[src/rtl/line_cfg_pkg.sv]
package line_cfg_pkg;

  // register offsets
  localparam logic [7:0] MODE_OFFSET        = 8'h04;
  localparam logic [7:0] CONTROL_OFFSET     = 8'h06;
  localparam logic [7:0] CQ_CFG_OFFSET      = 8'h07;
  localparam logic [7:0] DIO_CFG_OFFSET     = 8'h08;
  localparam logic [7:0] CLK_CFG_OFFSET     = 8'h09;
  localparam logic [7:0] TRIM_OFFSET        = 8'h0a;
  localparam logic [7:0] REV_OFFSET         = 8'h0c;

  // reset values
  localparam logic [7:0] CQ_CFG_RESET       = 8'h00;
  localparam logic [7:0] DIO_CFG_RESET      = 8'h00;
  localparam logic [7:0] CLK_CFG_RESET      = 8'h00;
  localparam logic [7:0] TRIM_RESET         = 8'h00;
  localparam logic [7:0] CONTROL_RESET      = 8'h00;

  // driver configuration fields (same layout for both lines)
  localparam int SLEW_HI_BIT      = 7;
  localparam int SLEW_LO_BIT      = 6;
  localparam int WEAK_SINK_BIT    = 5;
  localparam int WEAK_SOURCE_BIT  = 4;
  localparam int LOW_SIDE_BIT     = 3;
  localparam int PUSH_PULL_BIT    = 2;
  localparam int SAME_POL_BIT     = 1;
  localparam int DRIVER_EN_BIT    = 0;

  // control / mode fields
  localparam int LINE_A_SW_BIT    = 0;
  localparam int LINE_B_SW_BIT    = 1;
  localparam int SOFT_RESET_BIT   = 7;
  localparam logic [7:0] CONTROL_MASK = 8'h03;

  // clock configuration fields
  localparam int FINE_TRIM_EN_BIT = 7;
  localparam int DIV_HI_BIT       = 2;
  localparam int DIV_LO_BIT       = 1;
  localparam int CLOCK_OFF_BIT    = 0;
  localparam logic [7:0] CLK_CFG_MASK = 8'h87;
  localparam logic [7:0] TRIM_MASK    = 8'h3f;

  // slew codes, in ns, for the analog driver
  localparam int SLEW_00_NS = 250;
  localparam int SLEW_01_NS = 500;
  localparam int SLEW_10_NS = 1250;
  localparam int SLEW_11_NS = 5000;

  // clock generation: phase accumulator step = f_out * 2^32 / f_sys
  localparam longint unsigned SYS_CLK_HZ = 250_000_000;
  localparam longint unsigned UC_CLK_00_HZ = 3_686_400;
  localparam longint unsigned UC_CLK_01_HZ = 7_372_800;
  localparam longint unsigned UC_CLK_10_HZ = 14_745_600;
  localparam longint unsigned UC_CLK_11_HZ = 1_843_200;
  localparam logic [63:0] STEP_00 = (UC_CLK_00_HZ << 32) / SYS_CLK_HZ;
  localparam logic [63:0] STEP_01 = (UC_CLK_01_HZ << 32) / SYS_CLK_HZ;
  localparam logic [63:0] STEP_10 = (UC_CLK_10_HZ << 32) / SYS_CLK_HZ;
  localparam logic [63:0] STEP_11 = (UC_CLK_11_HZ << 32) / SYS_CLK_HZ;

  // trim slope per code, scaled by 2^16: ~0.177 %/code slower, ~0.021 %/code faster
  localparam logic [7:0] TRIM_SLOW_PER_CODE = 8'h74;
  localparam logic [7:0] TRIM_FAST_PER_CODE = 8'h0e;
  localparam int         TRIM_SCALE_SHIFT   = 16;

endpackage : line_cfg_pkg

[src/rtl/uc_clock_gen.sv]
`timescale 1ns/1ps
module uc_clock_gen #(
  parameter int ACC_W = 32
) (
  input  wire logic       sys_clk_in,
  input  wire logic       rst_in,
  input  wire logic       ce_in,
  input  wire logic [1:0] div_sel_in,
  input  wire logic       clock_off_in,
  input  wire logic       trim_en_in,
  input  wire logic [5:0] trim_in,
  output logic            uc_clock_out
);

  if (ACC_W != 32)
  begin : g_bad_width
    $error("uc_clock_gen: ACC_W must be 32");
  end

  typedef struct packed {
    logic [31:0] phase;
    logic        clk;
  } gen_state_t;

  gen_state_t st;
  gen_state_t next_st;

  logic [31:0] base_step;
  logic [31:0] step;
  logic [5:0]  mag;
  logic [7:0]  slope;
  logic [47:0] delta;

  always_comb
  begin
    unique case (div_sel_in)
      2'b00: base_step = line_cfg_pkg::STEP_00[31:0];
      2'b01: base_step = line_cfg_pkg::STEP_01[31:0];
      2'b10: base_step = line_cfg_pkg::STEP_10[31:0];
      2'b11: base_step = line_cfg_pkg::STEP_11[31:0];
    endcase
    // negative codes speed up, positive slow down; slopes differ per side
    mag   = trim_in[5] ? 6'(-trim_in) : trim_in; // RL17
    slope = trim_in[5] ? line_cfg_pkg::TRIM_FAST_PER_CODE
                       : line_cfg_pkg::TRIM_SLOW_PER_CODE;
    delta = ({16'h0000, base_step} * {42'h0, mag} * {40'h0, slope})
            >> line_cfg_pkg::TRIM_SCALE_SHIFT;
    if (!trim_en_in) // RL16
      step = base_step;
    else if (trim_in[5])
      step = base_step + delta[31:0]; // RL17
    else
      step = base_step - delta[31:0]; // RL17
    next_st = st;
    if (clock_off_in)
    begin
      // pin keeps driving low while stopped, never floats
      next_st.phase = 32'h0000_0000;
      next_st.clk   = 1'b0; // RL15
    end
    else
    begin
      next_st.phase = st.phase + step; // RL13
      next_st.clk   = st.phase[31];
    end
  end

  always_ff @(posedge sys_clk_in or posedge rst_in)
  begin
    if (rst_in)
      st <= '0;
    else if (ce_in)
      st <= next_st;
  end

  assign uc_clock_out = st.clk;

endmodule : uc_clock_gen

[src/rtl/line_driver_and_clock_config.sv]
`timescale 1ns/1ps
// Notes on behaviour
// [RL1] line a slew field bits 7:6 selects 250ns, 500ns, 1.25us or 5us
// [RL2] line b slew field bits 7:6 selects the same four edge rates
// [RL3] line a: push-pull bit wins, else low-side bit picks low or high side
// [RL4] line b: push-pull bit wins, else low-side bit picks low or high side
// [RL5] line a bits 5 and 4 enable weak sink and weak source
// [RL6] line b bits 5 and 4 enable weak sink and weak source
// [RL7] line a polarity bit 1 inverts line versus transmit and receive
// [RL8] line b polarity bit 1 inverts line versus local pin and sw bit
// [RL9] line a enable low: driver off in every topology, receive only
// [RL10] line b enable: driver on, receiver off, local pin input; else reverse
// [RL11] line a truth table from transmit enable, transmit data and sw bit
// [RL12] line b truth table from local pin and sw bit
// [RL13] clock divider code picks 3.686, 7.373, 14.74 or 1.843 MHz
// [RL14] after reset the microcontroller clock runs at 3.686 MHz
// [RL15] clock off bit stops the clock, pin stays actively driven
// [RL16] fine trim enable gates whether the trim value acts
// [RL17] trim is signed six bits: -32 faster, 0 nominal, +31 slower
// [RL18] read-only revision register returns a fixed code, ignores writes
// [RL19] line a software bit in control register feeds the line a table
// [RL20] writing the soft reset bit restores defaults and clears itself
// [RL21] unused clock config and trim bits read zero and ignore writes
// [RL22] config fields hold until rewritten or reset; reads have no effect
module line_driver_and_clock_config #(
  parameter logic [7:0] REVISION_CODE = 8'h5a  // value is arbitrary
) (
  input  wire logic       sys_clk_in,
  input  wire logic       rst_in,
  input  wire logic       ce_in,
  input  wire logic [7:0] reg_addr_in,
  input  wire logic       reg_wr_in,
  input  wire logic [7:0] reg_wdata_in,
  input  wire logic       reg_rd_in,
  output logic      [7:0] reg_rdata_out,
  input  wire logic       transmit_enable_pin_in,
  input  wire logic       tx_in,
  input  wire logic       line_a_level_in,
  output logic            rx_out,
  output logic            line_a_drive_high_out,
  output logic            line_a_drive_low_out,
  output logic            line_a_weak_sink_en_out,
  output logic            line_a_weak_source_en_out,
  output logic      [1:0] line_a_slew_sel_out,
  input  wire logic       line_b_level_in,
  input  wire logic       line_b_local_pin_in,
  output logic            line_b_local_pin_out,
  output logic            line_b_local_pin_oe_out,
  output logic            line_b_receiver_en_out,
  output logic            line_b_drive_high_out,
  output logic            line_b_drive_low_out,
  output logic            line_b_weak_sink_en_out,
  output logic            line_b_weak_source_en_out,
  output logic      [1:0] line_b_slew_sel_out,
  output logic            uc_clock_out
);

  localparam int SYNC_W = 5;
  localparam int S_GATE = 0;
  localparam int S_TX   = 1;
  localparam int S_LA   = 2;
  localparam int S_LB   = 3;
  localparam int S_LOC  = 4;

  typedef struct packed {
    logic [7:0]        cq_driver_config;
    logic [7:0]        dio_driver_config;
    logic [7:0]        clock_output_config;
    logic [7:0]        clock_fine_trim;
    logic [7:0]        control;
    logic [SYNC_W-1:0] sync_meta;
    logic [SYNC_W-1:0] sync_pin;
    logic [7:0]        rdata;
    logic              rx;
    logic              a_high;
    logic              a_low;
    logic              b_high;
    logic              b_low;
    logic              b_loc;
    logic              b_loc_oe;
    logic              b_rx_en;
  } cfg_state_t;

  cfg_state_t st;
  cfg_state_t next_st;

  logic [SYNC_W-1:0] pins_raw;
  logic              a_en;
  logic              a_low_side;
  logic              a_push_pull;
  logic              a_want_low;
  logic              b_en;
  logic              b_low_side;
  logic              b_push_pull;
  logic              b_want_low;
  logic              can_sink_a;
  logic              can_source_a;
  logic              can_sink_b;
  logic              can_source_b;

  assign pins_raw = {line_b_local_pin_in, line_b_level_in, line_a_level_in,
                     tx_in, transmit_enable_pin_in};

  always_comb
  begin
    next_st = st;
    // first stage feeds only the second stage
    next_st.sync_meta = pins_raw;
    next_st.sync_pin  = st.sync_meta;

    // register writes; unmapped and read-only offsets drop the write
    if (reg_wr_in) // RL22
    begin
      unique case (reg_addr_in)
        line_cfg_pkg::CQ_CFG_OFFSET:
          next_st.cq_driver_config = reg_wdata_in;
        line_cfg_pkg::DIO_CFG_OFFSET:
          next_st.dio_driver_config = reg_wdata_in;
        line_cfg_pkg::CLK_CFG_OFFSET:
          next_st.clock_output_config =
            reg_wdata_in & line_cfg_pkg::CLK_CFG_MASK; // RL21
        line_cfg_pkg::TRIM_OFFSET:
          next_st.clock_fine_trim =
            reg_wdata_in & line_cfg_pkg::TRIM_MASK; // RL21
        line_cfg_pkg::CONTROL_OFFSET:
          next_st.control = reg_wdata_in & line_cfg_pkg::CONTROL_MASK;
        line_cfg_pkg::MODE_OFFSET:
          // reset bit is never stored, so it reads back cleared
          if (reg_wdata_in[line_cfg_pkg::SOFT_RESET_BIT]) // RL20
          begin
            next_st.cq_driver_config    = line_cfg_pkg::CQ_CFG_RESET;
            next_st.dio_driver_config   = line_cfg_pkg::DIO_CFG_RESET;
            next_st.clock_output_config = line_cfg_pkg::CLK_CFG_RESET;
            next_st.clock_fine_trim     = line_cfg_pkg::TRIM_RESET;
            next_st.control             = line_cfg_pkg::CONTROL_RESET;
          end
        default:
          next_st.rdata = st.rdata;
      endcase
    end

    // read data is registered; reads change nothing else
    if (reg_rd_in) // RL22
    begin
      unique case (reg_addr_in)
        line_cfg_pkg::CQ_CFG_OFFSET:  next_st.rdata = st.cq_driver_config;
        line_cfg_pkg::DIO_CFG_OFFSET: next_st.rdata = st.dio_driver_config;
        line_cfg_pkg::CLK_CFG_OFFSET: next_st.rdata = st.clock_output_config;
        line_cfg_pkg::TRIM_OFFSET:    next_st.rdata = st.clock_fine_trim;
        line_cfg_pkg::CONTROL_OFFSET: next_st.rdata = st.control;
        line_cfg_pkg::REV_OFFSET:     next_st.rdata = REVISION_CODE; // RL18
        default:                      next_st.rdata = 8'h00;
      endcase
    end

    // line a: driver decode from registered config and synced pins
    a_en        = st.cq_driver_config[line_cfg_pkg::DRIVER_EN_BIT];
    a_push_pull = st.cq_driver_config[line_cfg_pkg::PUSH_PULL_BIT];
    a_low_side  = st.cq_driver_config[line_cfg_pkg::LOW_SIDE_BIT];
    can_sink_a   = a_push_pull | a_low_side;    // RL3
    can_source_a = a_push_pull | ~a_low_side;   // RL3
    a_want_low = st.sync_pin[S_TX] &
                 ~st.control[line_cfg_pkg::LINE_A_SW_BIT]; // RL11 RL19
    if (st.cq_driver_config[line_cfg_pkg::SAME_POL_BIT])
      a_want_low = ~a_want_low; // RL7
    // transmit enable low or driver off: both switches open
    next_st.a_low  = a_en & st.sync_pin[S_GATE] & a_want_low
                     & can_sink_a; // RL9 RL11
    next_st.a_high = a_en & st.sync_pin[S_GATE] & ~a_want_low
                     & can_source_a; // RL9 RL11
    next_st.rx = st.cq_driver_config[line_cfg_pkg::SAME_POL_BIT]
                 ? st.sync_pin[S_LA] : ~st.sync_pin[S_LA]; // RL7

    // line b: local pin is the data source while driving
    b_en        = st.dio_driver_config[line_cfg_pkg::DRIVER_EN_BIT];
    b_push_pull = st.dio_driver_config[line_cfg_pkg::PUSH_PULL_BIT];
    b_low_side  = st.dio_driver_config[line_cfg_pkg::LOW_SIDE_BIT];
    can_sink_b   = b_push_pull | b_low_side;    // RL4
    can_source_b = b_push_pull | ~b_low_side;   // RL4
    b_want_low = st.sync_pin[S_LOC] &
                 ~st.control[line_cfg_pkg::LINE_B_SW_BIT]; // RL12
    if (st.dio_driver_config[line_cfg_pkg::SAME_POL_BIT])
      b_want_low = ~b_want_low; // RL8
    next_st.b_low  = b_en & b_want_low & can_sink_b;    // RL10 RL12
    next_st.b_high = b_en & ~b_want_low & can_source_b; // RL10 RL12
    next_st.b_rx_en  = ~b_en; // RL10
    next_st.b_loc_oe = ~b_en; // RL10
    next_st.b_loc = st.dio_driver_config[line_cfg_pkg::SAME_POL_BIT]
                    ? st.sync_pin[S_LB] : ~st.sync_pin[S_LB]; // RL8
  end

  always_ff @(posedge sys_clk_in or posedge rst_in)
  begin
    if (rst_in)
      st <= '0; // RL14
    else if (ce_in)
      st <= next_st;
  end

  // slew and weak-current controls go straight out of the config flops
  assign line_a_slew_sel_out = // RL1
    st.cq_driver_config[line_cfg_pkg::SLEW_HI_BIT:line_cfg_pkg::SLEW_LO_BIT];
  assign line_b_slew_sel_out = // RL2
    st.dio_driver_config[line_cfg_pkg::SLEW_HI_BIT:line_cfg_pkg::SLEW_LO_BIT];
  assign line_a_weak_sink_en_out =
    st.cq_driver_config[line_cfg_pkg::WEAK_SINK_BIT]; // RL5
  assign line_a_weak_source_en_out =
    st.cq_driver_config[line_cfg_pkg::WEAK_SOURCE_BIT]; // RL5
  assign line_b_weak_sink_en_out =
    st.dio_driver_config[line_cfg_pkg::WEAK_SINK_BIT]; // RL6
  assign line_b_weak_source_en_out =
    st.dio_driver_config[line_cfg_pkg::WEAK_SOURCE_BIT]; // RL6

  assign reg_rdata_out           = st.rdata;
  assign rx_out                  = st.rx;
  assign line_a_drive_high_out   = st.a_high;
  assign line_a_drive_low_out    = st.a_low;
  assign line_b_drive_high_out   = st.b_high;
  assign line_b_drive_low_out    = st.b_low;
  assign line_b_local_pin_out    = st.b_loc;
  assign line_b_local_pin_oe_out = st.b_loc_oe;
  assign line_b_receiver_en_out  = st.b_rx_en;

  // every setting is a phase accumulator, so edges jitter by a cycle
  uc_clock_gen #(
    .ACC_W (32)
  ) u_clock (
    .sys_clk_in   (sys_clk_in),
    .rst_in       (rst_in),
    .ce_in        (ce_in),
    .div_sel_in   (st.clock_output_config[line_cfg_pkg::DIV_HI_BIT:
                                          line_cfg_pkg::DIV_LO_BIT]),
    .clock_off_in (st.clock_output_config[line_cfg_pkg::CLOCK_OFF_BIT]),
    .trim_en_in   (st.clock_output_config[line_cfg_pkg::FINE_TRIM_EN_BIT]),
    .trim_in      (st.clock_fine_trim[5:0]),
    .uc_clock_out (uc_clock_out)
  ); // RL13 RL15 RL16

endmodule : line_driver_and_clock_config

[config.mk]
export PLATFORM = sky130hd
export DESIGN_NAME = line_driver_and_clock_config
export DESIGN_NICKNAME = d
export VERILOG_FILES = /design/src/rtl/line_cfg_pkg.sv /design/src/rtl/uc_clock_gen.sv /design/src/rtl/line_driver_and_clock_config.sv
export SDC_FILE = /design/constraint.sdc
export NUM_CORES = 1
export LEC_CHECK = 0
export ABC_AREA = 1
export BUFFER_PORTS_ARGS = -buffer_cell sky130_fd_sc_hd__buf_2
export CAP_MARGIN = 20
export CELL_PAD_IN_SITES_DETAIL_PLACEMENT = 1
export CELL_PAD_IN_SITES_GLOBAL_PLACEMENT = 1
export CORE_MARGIN = 1.5
export CORE_UTILIZATION = 44
export CTS_BUF_LIST = sky130_fd_sc_hd__clkbuf_2 sky130_fd_sc_hd__clkbuf_4 sky130_fd_sc_hd__clkbuf_8
export CTS_CLUSTER_DIAMETER = 100
export DETAILED_ROUTE_END_ITERATION = 16
export PLACE_DENSITY = 0.81
export SYNTH_ARGS = -nofsm -noshare
export SYNTH_HDL_FRONTEND = slang
export SYNTH_SLANG_ARGS = --single-unit
[constraint.sdc]
create_clock -name sys_clk_in -period 11.4 [get_ports sys_clk_in]
set_input_delay 0 -clock sys_clk_in [delete_from_list [all_inputs] [get_ports sys_clk_in]]
set_output_delay 0 -clock sys_clk_in [all_outputs]
set_load 0.02 [all_outputs]
==> results of run 1 <==
-- cells in the mapped netlist, types with 4 or more instances --
library cell / n
a21o_1: 15
nand2_2: 30
inv_2: 9
nand3b_1: 10
o221ai_1: 4
a31oi_1: 8
nor2_1: 286
a21boi_0: 5
nor2_4: 4
nand4_1: 20
nand3_2: 5
a21oi_1: 155
buf_1: 4
o31ai_1: 9
o21bai_1: 12
xnor2_1: 25
a31o_2: 4
fa_1: 207
o211ai_1: 6
o21ai_2: 9
a22o_1: 4
nor4_1: 5
buf_4: 14
nand2_4: 6
nor2_2: 6
o21a_1: 9
a21boi_1: 4
o21ai_0: 143
o22ai_1: 4
o21ai_1: 20
nor3_1: 16
nor3_2: 5
clkbuf_1: 34
or2_2: 5
dfrtp_1: 86
clkinv_1: 4
ha_1: 211
nand3_1: 101
inv_1: 572
nand2_1: 596
a21oi_2: 4
xor2_1: 61
-- metal layers --
layer / global-route usage, % / overflow
met3: 44.4 / 0
met2: 89.9 / 4
met4: 70.7 / 3
met1: 67.5 / 0
met5: 15.4 / 0
-- kinds of logic after synthesis --
| logic type | Yosys count | synth area share [%] |
|---|---|---|
| flip-flops | 86 | 11.2 |
| AO/OA/AOI/OAI | 429 | 12.8 |
| adder cells (fa/ha/maj) | 418 | 35.2 |
| XOR/XNOR | 87 | 3.99 |
| buffers and inverters | 639 | 12.7 |
| AND/OR/NAND/NOR | 1101 | 24.2 |
-- stage by stage --
step	TNS (ns)	utilization, %	setup slack [ns]	instances
floorplan	0	-	0.00203	2760
global placement	-15.93	58.1	-1.27	3984
detailed placement	-31.17	58.1	-2.08	3984
CTS	-8.78	65.6	-0.764	4098
-- repair_timing --
item                                    4_1_cts
pin swaps                                   221
gates resized for setup                     522
endpoints found under the hold margin        61
endpoints found under the setup margin       25
buffers inserted                             87
hold buffers                                 11
==> flow_metrics.py, run 1 <==
metrics = {
    "run_status": {
        "outcome": "aborted with a tool error",
        "lastStage": "5_1_grt",
        "tool.error": "[ERROR GRT-0232] Routing congestion too high. Check the congestion heatmap in the GUI.",
    },
    "placed_design": {
        "io_buffers": 50,
        "place.gp.congestion": 1.00,
        "placed_area_mm2": 0.0251,
        "dp_hpwl_um": 69400,
    },
    "yosys": {
        "synth-edff-count": 0,
        "syn-cell-area_mm2": 0.0193,
        "synthArstFlopShare_pct": 100,
        "synth_seq_cells": 86,
        "synth.distinct_cells": 58,
        "yosysTopAreaCellShare_pct": 21.5,
        "postSynthAreaPerCell_um2": 6.99,
        "synth_top_flop_cell": "dfrtp_1",
        "synth_area_leaders": "fa_1 21%, ha_1 14%, nand2_1 12%, dfrtp_1 11%, inv_1 11%",
        "synth_top_cell_by_area": "fa_1",
        "ys.warnings.count": 0,
        "syn_inst": 2760,
        "synth_fp_nets": 3204,
        "ys_seq_area_share_pct": 11.2,
    },
    "clock_network": {
        "cts_buffers": 9,
        "cts.path.max_buffers": 2,
        "cts.sinks": 86,
        "cts_max_level": 3,
        "root_buffer": "clkbuf_8",
    },
    "floorplanning": {
        "die_h_um": 212,
        "ioPinCount": 51,
        "rows": 76,
        "die_w_um": 212,
        "start_util_pct": 44.7,
    },
    "global_route": {
        "gr-total-overflow": 7,
        "grt_max_degree": 59,
        "grt_use_total_pct": 67.8,
    },
}
==> run 2, diff against run 1 <==
CELL_PAD_IN_SITES_DETAIL_PLACEMENT = default   (was 1)
CELL_PAD_IN_SITES_GLOBAL_PLACEMENT = default   (was 1)
CORE_UTILIZATION = 40   (was 44)
CTS_BUF_LIST = default   (was sky130_fd_sc_hd__clkbuf_2 sky130_fd_sc_hd__clkbuf_4 sky130_fd_sc_hd__clkbuf_8)
CTS_CLUSTER_DIAMETER = default   (was 100)
PLACE_DENSITY = default   (was 0.81)
PLACE_DENSITY_LB_ADDON = 0.15   (was default)
clock period = 14.8 ns   (was 11.4 ns; I/O delays follow)
==> run 2 against run 1 <==
  * The flow now finishes without violations
  * Synthesized cell count is the same
  * Synthesized area is the same
==> flow_metrics.py, run 2 <==
metrics = {
    "yosys": {
        "synthTopCellsByCount": "596 x nand2_1, 572 x inv_1, 286 x nor2_1",
        "syn-cell-area_mm2": 0.0193,
        "yosysTopAreaCellShare_pct": 21.5,
        "ys_seq_area_share_pct": 11.2,
        "synth-edff-count": 0,
        "postSynthAreaPerCell_um2": 6.99,
        "synth_fp_nets": 3204,
        "yosysMostFrequentCell": "nand2_1",
        "synth_top_flop_cell": "dfrtp_1",
        "syn_inst": 2760,
        "synth_top_cell_by_area": "fa_1",
        "ys.warnings.count": 0,
        "synth.distinct_cells": 58,
        "synthArstFlopShare_pct": 100,
        "synth_seq_cells": 86,
        "synth_area_leaders": "fa_1 21%, ha_1 14%, nand2_1 12%, dfrtp_1 11%, inv_1 11%",
    },
    "sta": {
        "max_freq_ghz": 0.0730,
        "relSlewSlack_pct": 35.4,
        "min_period_ns": 13.70,
        "totalNegativeSetupSlack_ns": 0,
        "finalCritPeriodShare_pct": 92.6,
        "finalSetupViolCount": 0,
        "worst_slew_pin_slew_ns": 0.968,
        "hold_viol_final": 0,
        "finClkSkew_ns": 0.00774,
        "final_max_slew_viol_count": 0,
    },
    "detailed_routing": {
        "drt_pre_antenna_iters": 6,
        "drt-vias-per-instance": 5.10,
        "drt_wl_total_um": 57700,
        "wl_per_cell_um": 16.9,
        "route.vias.total": 17438,
        "drcViolationCount": 0,
        "ant_nets": 0,
        "drtIter0Drc": 1253,
    },
    "cells_and_area": {
        "post-route-util_pct": 43.4,
        "syn_to_final_growth_pct": 7.28,
        "max_flop_register": "u_clock.st",
        "stdcell_count": 3419,
        "stdcell_area_mm2": 0.0207,
        "diodes": 0,
        "nets": 3243,
        "final_common_cell": "nand2_1",
        "final_layout_size_suffix_gt1_share_pct": 7.17,
        "final.fill_count": 5018,
        "mostFrequentLayoutCells": "595 x nand2_1, 569 x inv_1, 282 x nor2_1",
        "largest_reg_flops": 32,
    },
    "worst_setup_path": {
        "cp.arrival_ns": 13.94,
        "crit_type": "reg2reg",
        "critical-path-slowest-cell": "fa_1",
        "required_ns": 15.04,
        "worstSetupEndpointType": "flop",
        "slowest_delay_ns": 0.54,
        "crit_path_frequent_cell": "inv_1",
        "crit_fanout": 13,
        "start_kind": "flop",
    },
    "floorplanning": {
        "die_h_um": 223,
        "die_w_um": 223,
        "start_util_pct": 40.5,
        "coreArea_mm2": 0.0476,
        "die_area_mm2": 0.0496,
        "ioPinCount": 51,
        "rows": 80,
    },
    "global_route": {
        "gr-total-overflow": 0,
        "antenna_found_initial": 0,
        "grt_pass1_wl_um": 93700,
        "grt_use_total_pct": 23.7,
        "grt_max_degree": 56,
        "grt_pass1_vias": 17494,
    },
    "clock_network": {
        "cts_tree": "built",
        "root_buffer": "clkbuf_16",
        "clk_latency_ns": 0.36,
        "cts_max_level": 3,
        "cts_buffers": 9,
        "path_clk_slew_ns": 0.07,
        "cts.sinks": 86,
        "cts.path.max_buffers": 2,
    },
    "placed_design": {
        "place.gp.congestion": 0.976,
        "dp_hpwl_um": 49800,
        "place_inst": 3389,
        "placed_area_mm2": 0.0202,
        "io_buffers": 50,
    },
    "run_status": {
        "outcome": "completed",
    },
    "flow_run": {
        "cap_violations": 0,
    },
    "hold_path": {
        "hold_path.class": "in2reg",
    },
}
==> run 2: cell counts after synthesis <==
Identical to the previous run, type by type.
==> run 2: cell type report <==
class                           count  area (um^2)  share of cell area, %
Multi-Input combinational cell   2035        14800                   71.3
Clock inverter                      4         37.5                  0.181
Sequential cell                    86         2150                   10.4
Tap cell                          615          769                   3.72
Clock buffer                       12          256                   1.24
Timing Repair Buffer               82          515                   2.49
Inverter                          585         2200                   10.7
==> run 2: kinds of logic after synthesis <==
family / count (synthesis) / share of synthesized area [%]
AO/OA/AOI/OAI: 429 / 12.8
flip-flops: 86 / 11.2
adder cells (fa/ha/maj): 418 / 35.2
XOR/XNOR: 87 / 3.99
AND/OR/NAND/NOR: 1101 / 24.2
buffers and inverters: 639 / 12.7
==> run 2: through the flow <==
stage	setup WS [ns]	hold WS (ns)
after floorplan	2.55	0.117
after global placement	0.576	0.147
after detailed placement	0.590	0.156
after CTS	0.547	0.0566
after global routing	-0.0437	0.0833
final	1.10	0.0622
==> run 2: final timing paths <==
path                       slack, ns  cells past startpoint                    start                          to
setup / recovery                1.10                     73       st[34]$_DFFE_PP0P_  u_clock.st[31]$_DFFE_PP0P_
hold reg to reg                 0.48                      2  next_st[18]$_DFFE_PP0P_     next_st[18]$_DFFE_PP0P_
min in group asynchronous       0.29                      3                   rst_in      b_low_side$_DFFE_PP0P_
setup reg to reg                1.10                     73       st[34]$_DFFE_PP0P_  u_clock.st[31]$_DFFE_PP0P_
hold / removal                  0.06                      3          reg_wdata_in[1]          st[51]$_DFFE_PP0P_
max in group asynchronous      13.41                      4                   rst_in  u_clock.st[32]$_DFFE_PP0P_
==> run 2: routing by layer <==
layer / vias to the layer above / wire [um] / track usage [%]
met5: - / 0 / 0
met3: 53 / 3100 / 2.84
met4: 0 / 717 / 3.31
li1: 8667 / - / -
met1: 8293 / 27600 / 34.1
met2: 425 / 26200 / 38.8
==> run 2: repair_timing <==
item	4_1_cts	5_1_grt
hold endpoints to repair	55	0
endpoints found under the setup margin	0	9
hold buffers	10	0
resized for setup	0	19
setup buffers	0	3
==> run 2: critical path, delay by kind of cell, from the launching register on <==
family,cells,cell delay (ns)
flip-flops,1,0.36
XOR/XNOR,3,0.56
AO/OA/AOI/OAI,18,2.95
buffers and inverters,15,1.37
AND/OR/NAND/NOR,26,3.62
adder cells (fa/ha/maj),11,4.69
Power of run 2 is not shown: default switching activity piles up to over one toggle a cycle in this logic, so the estimate is an artifact.
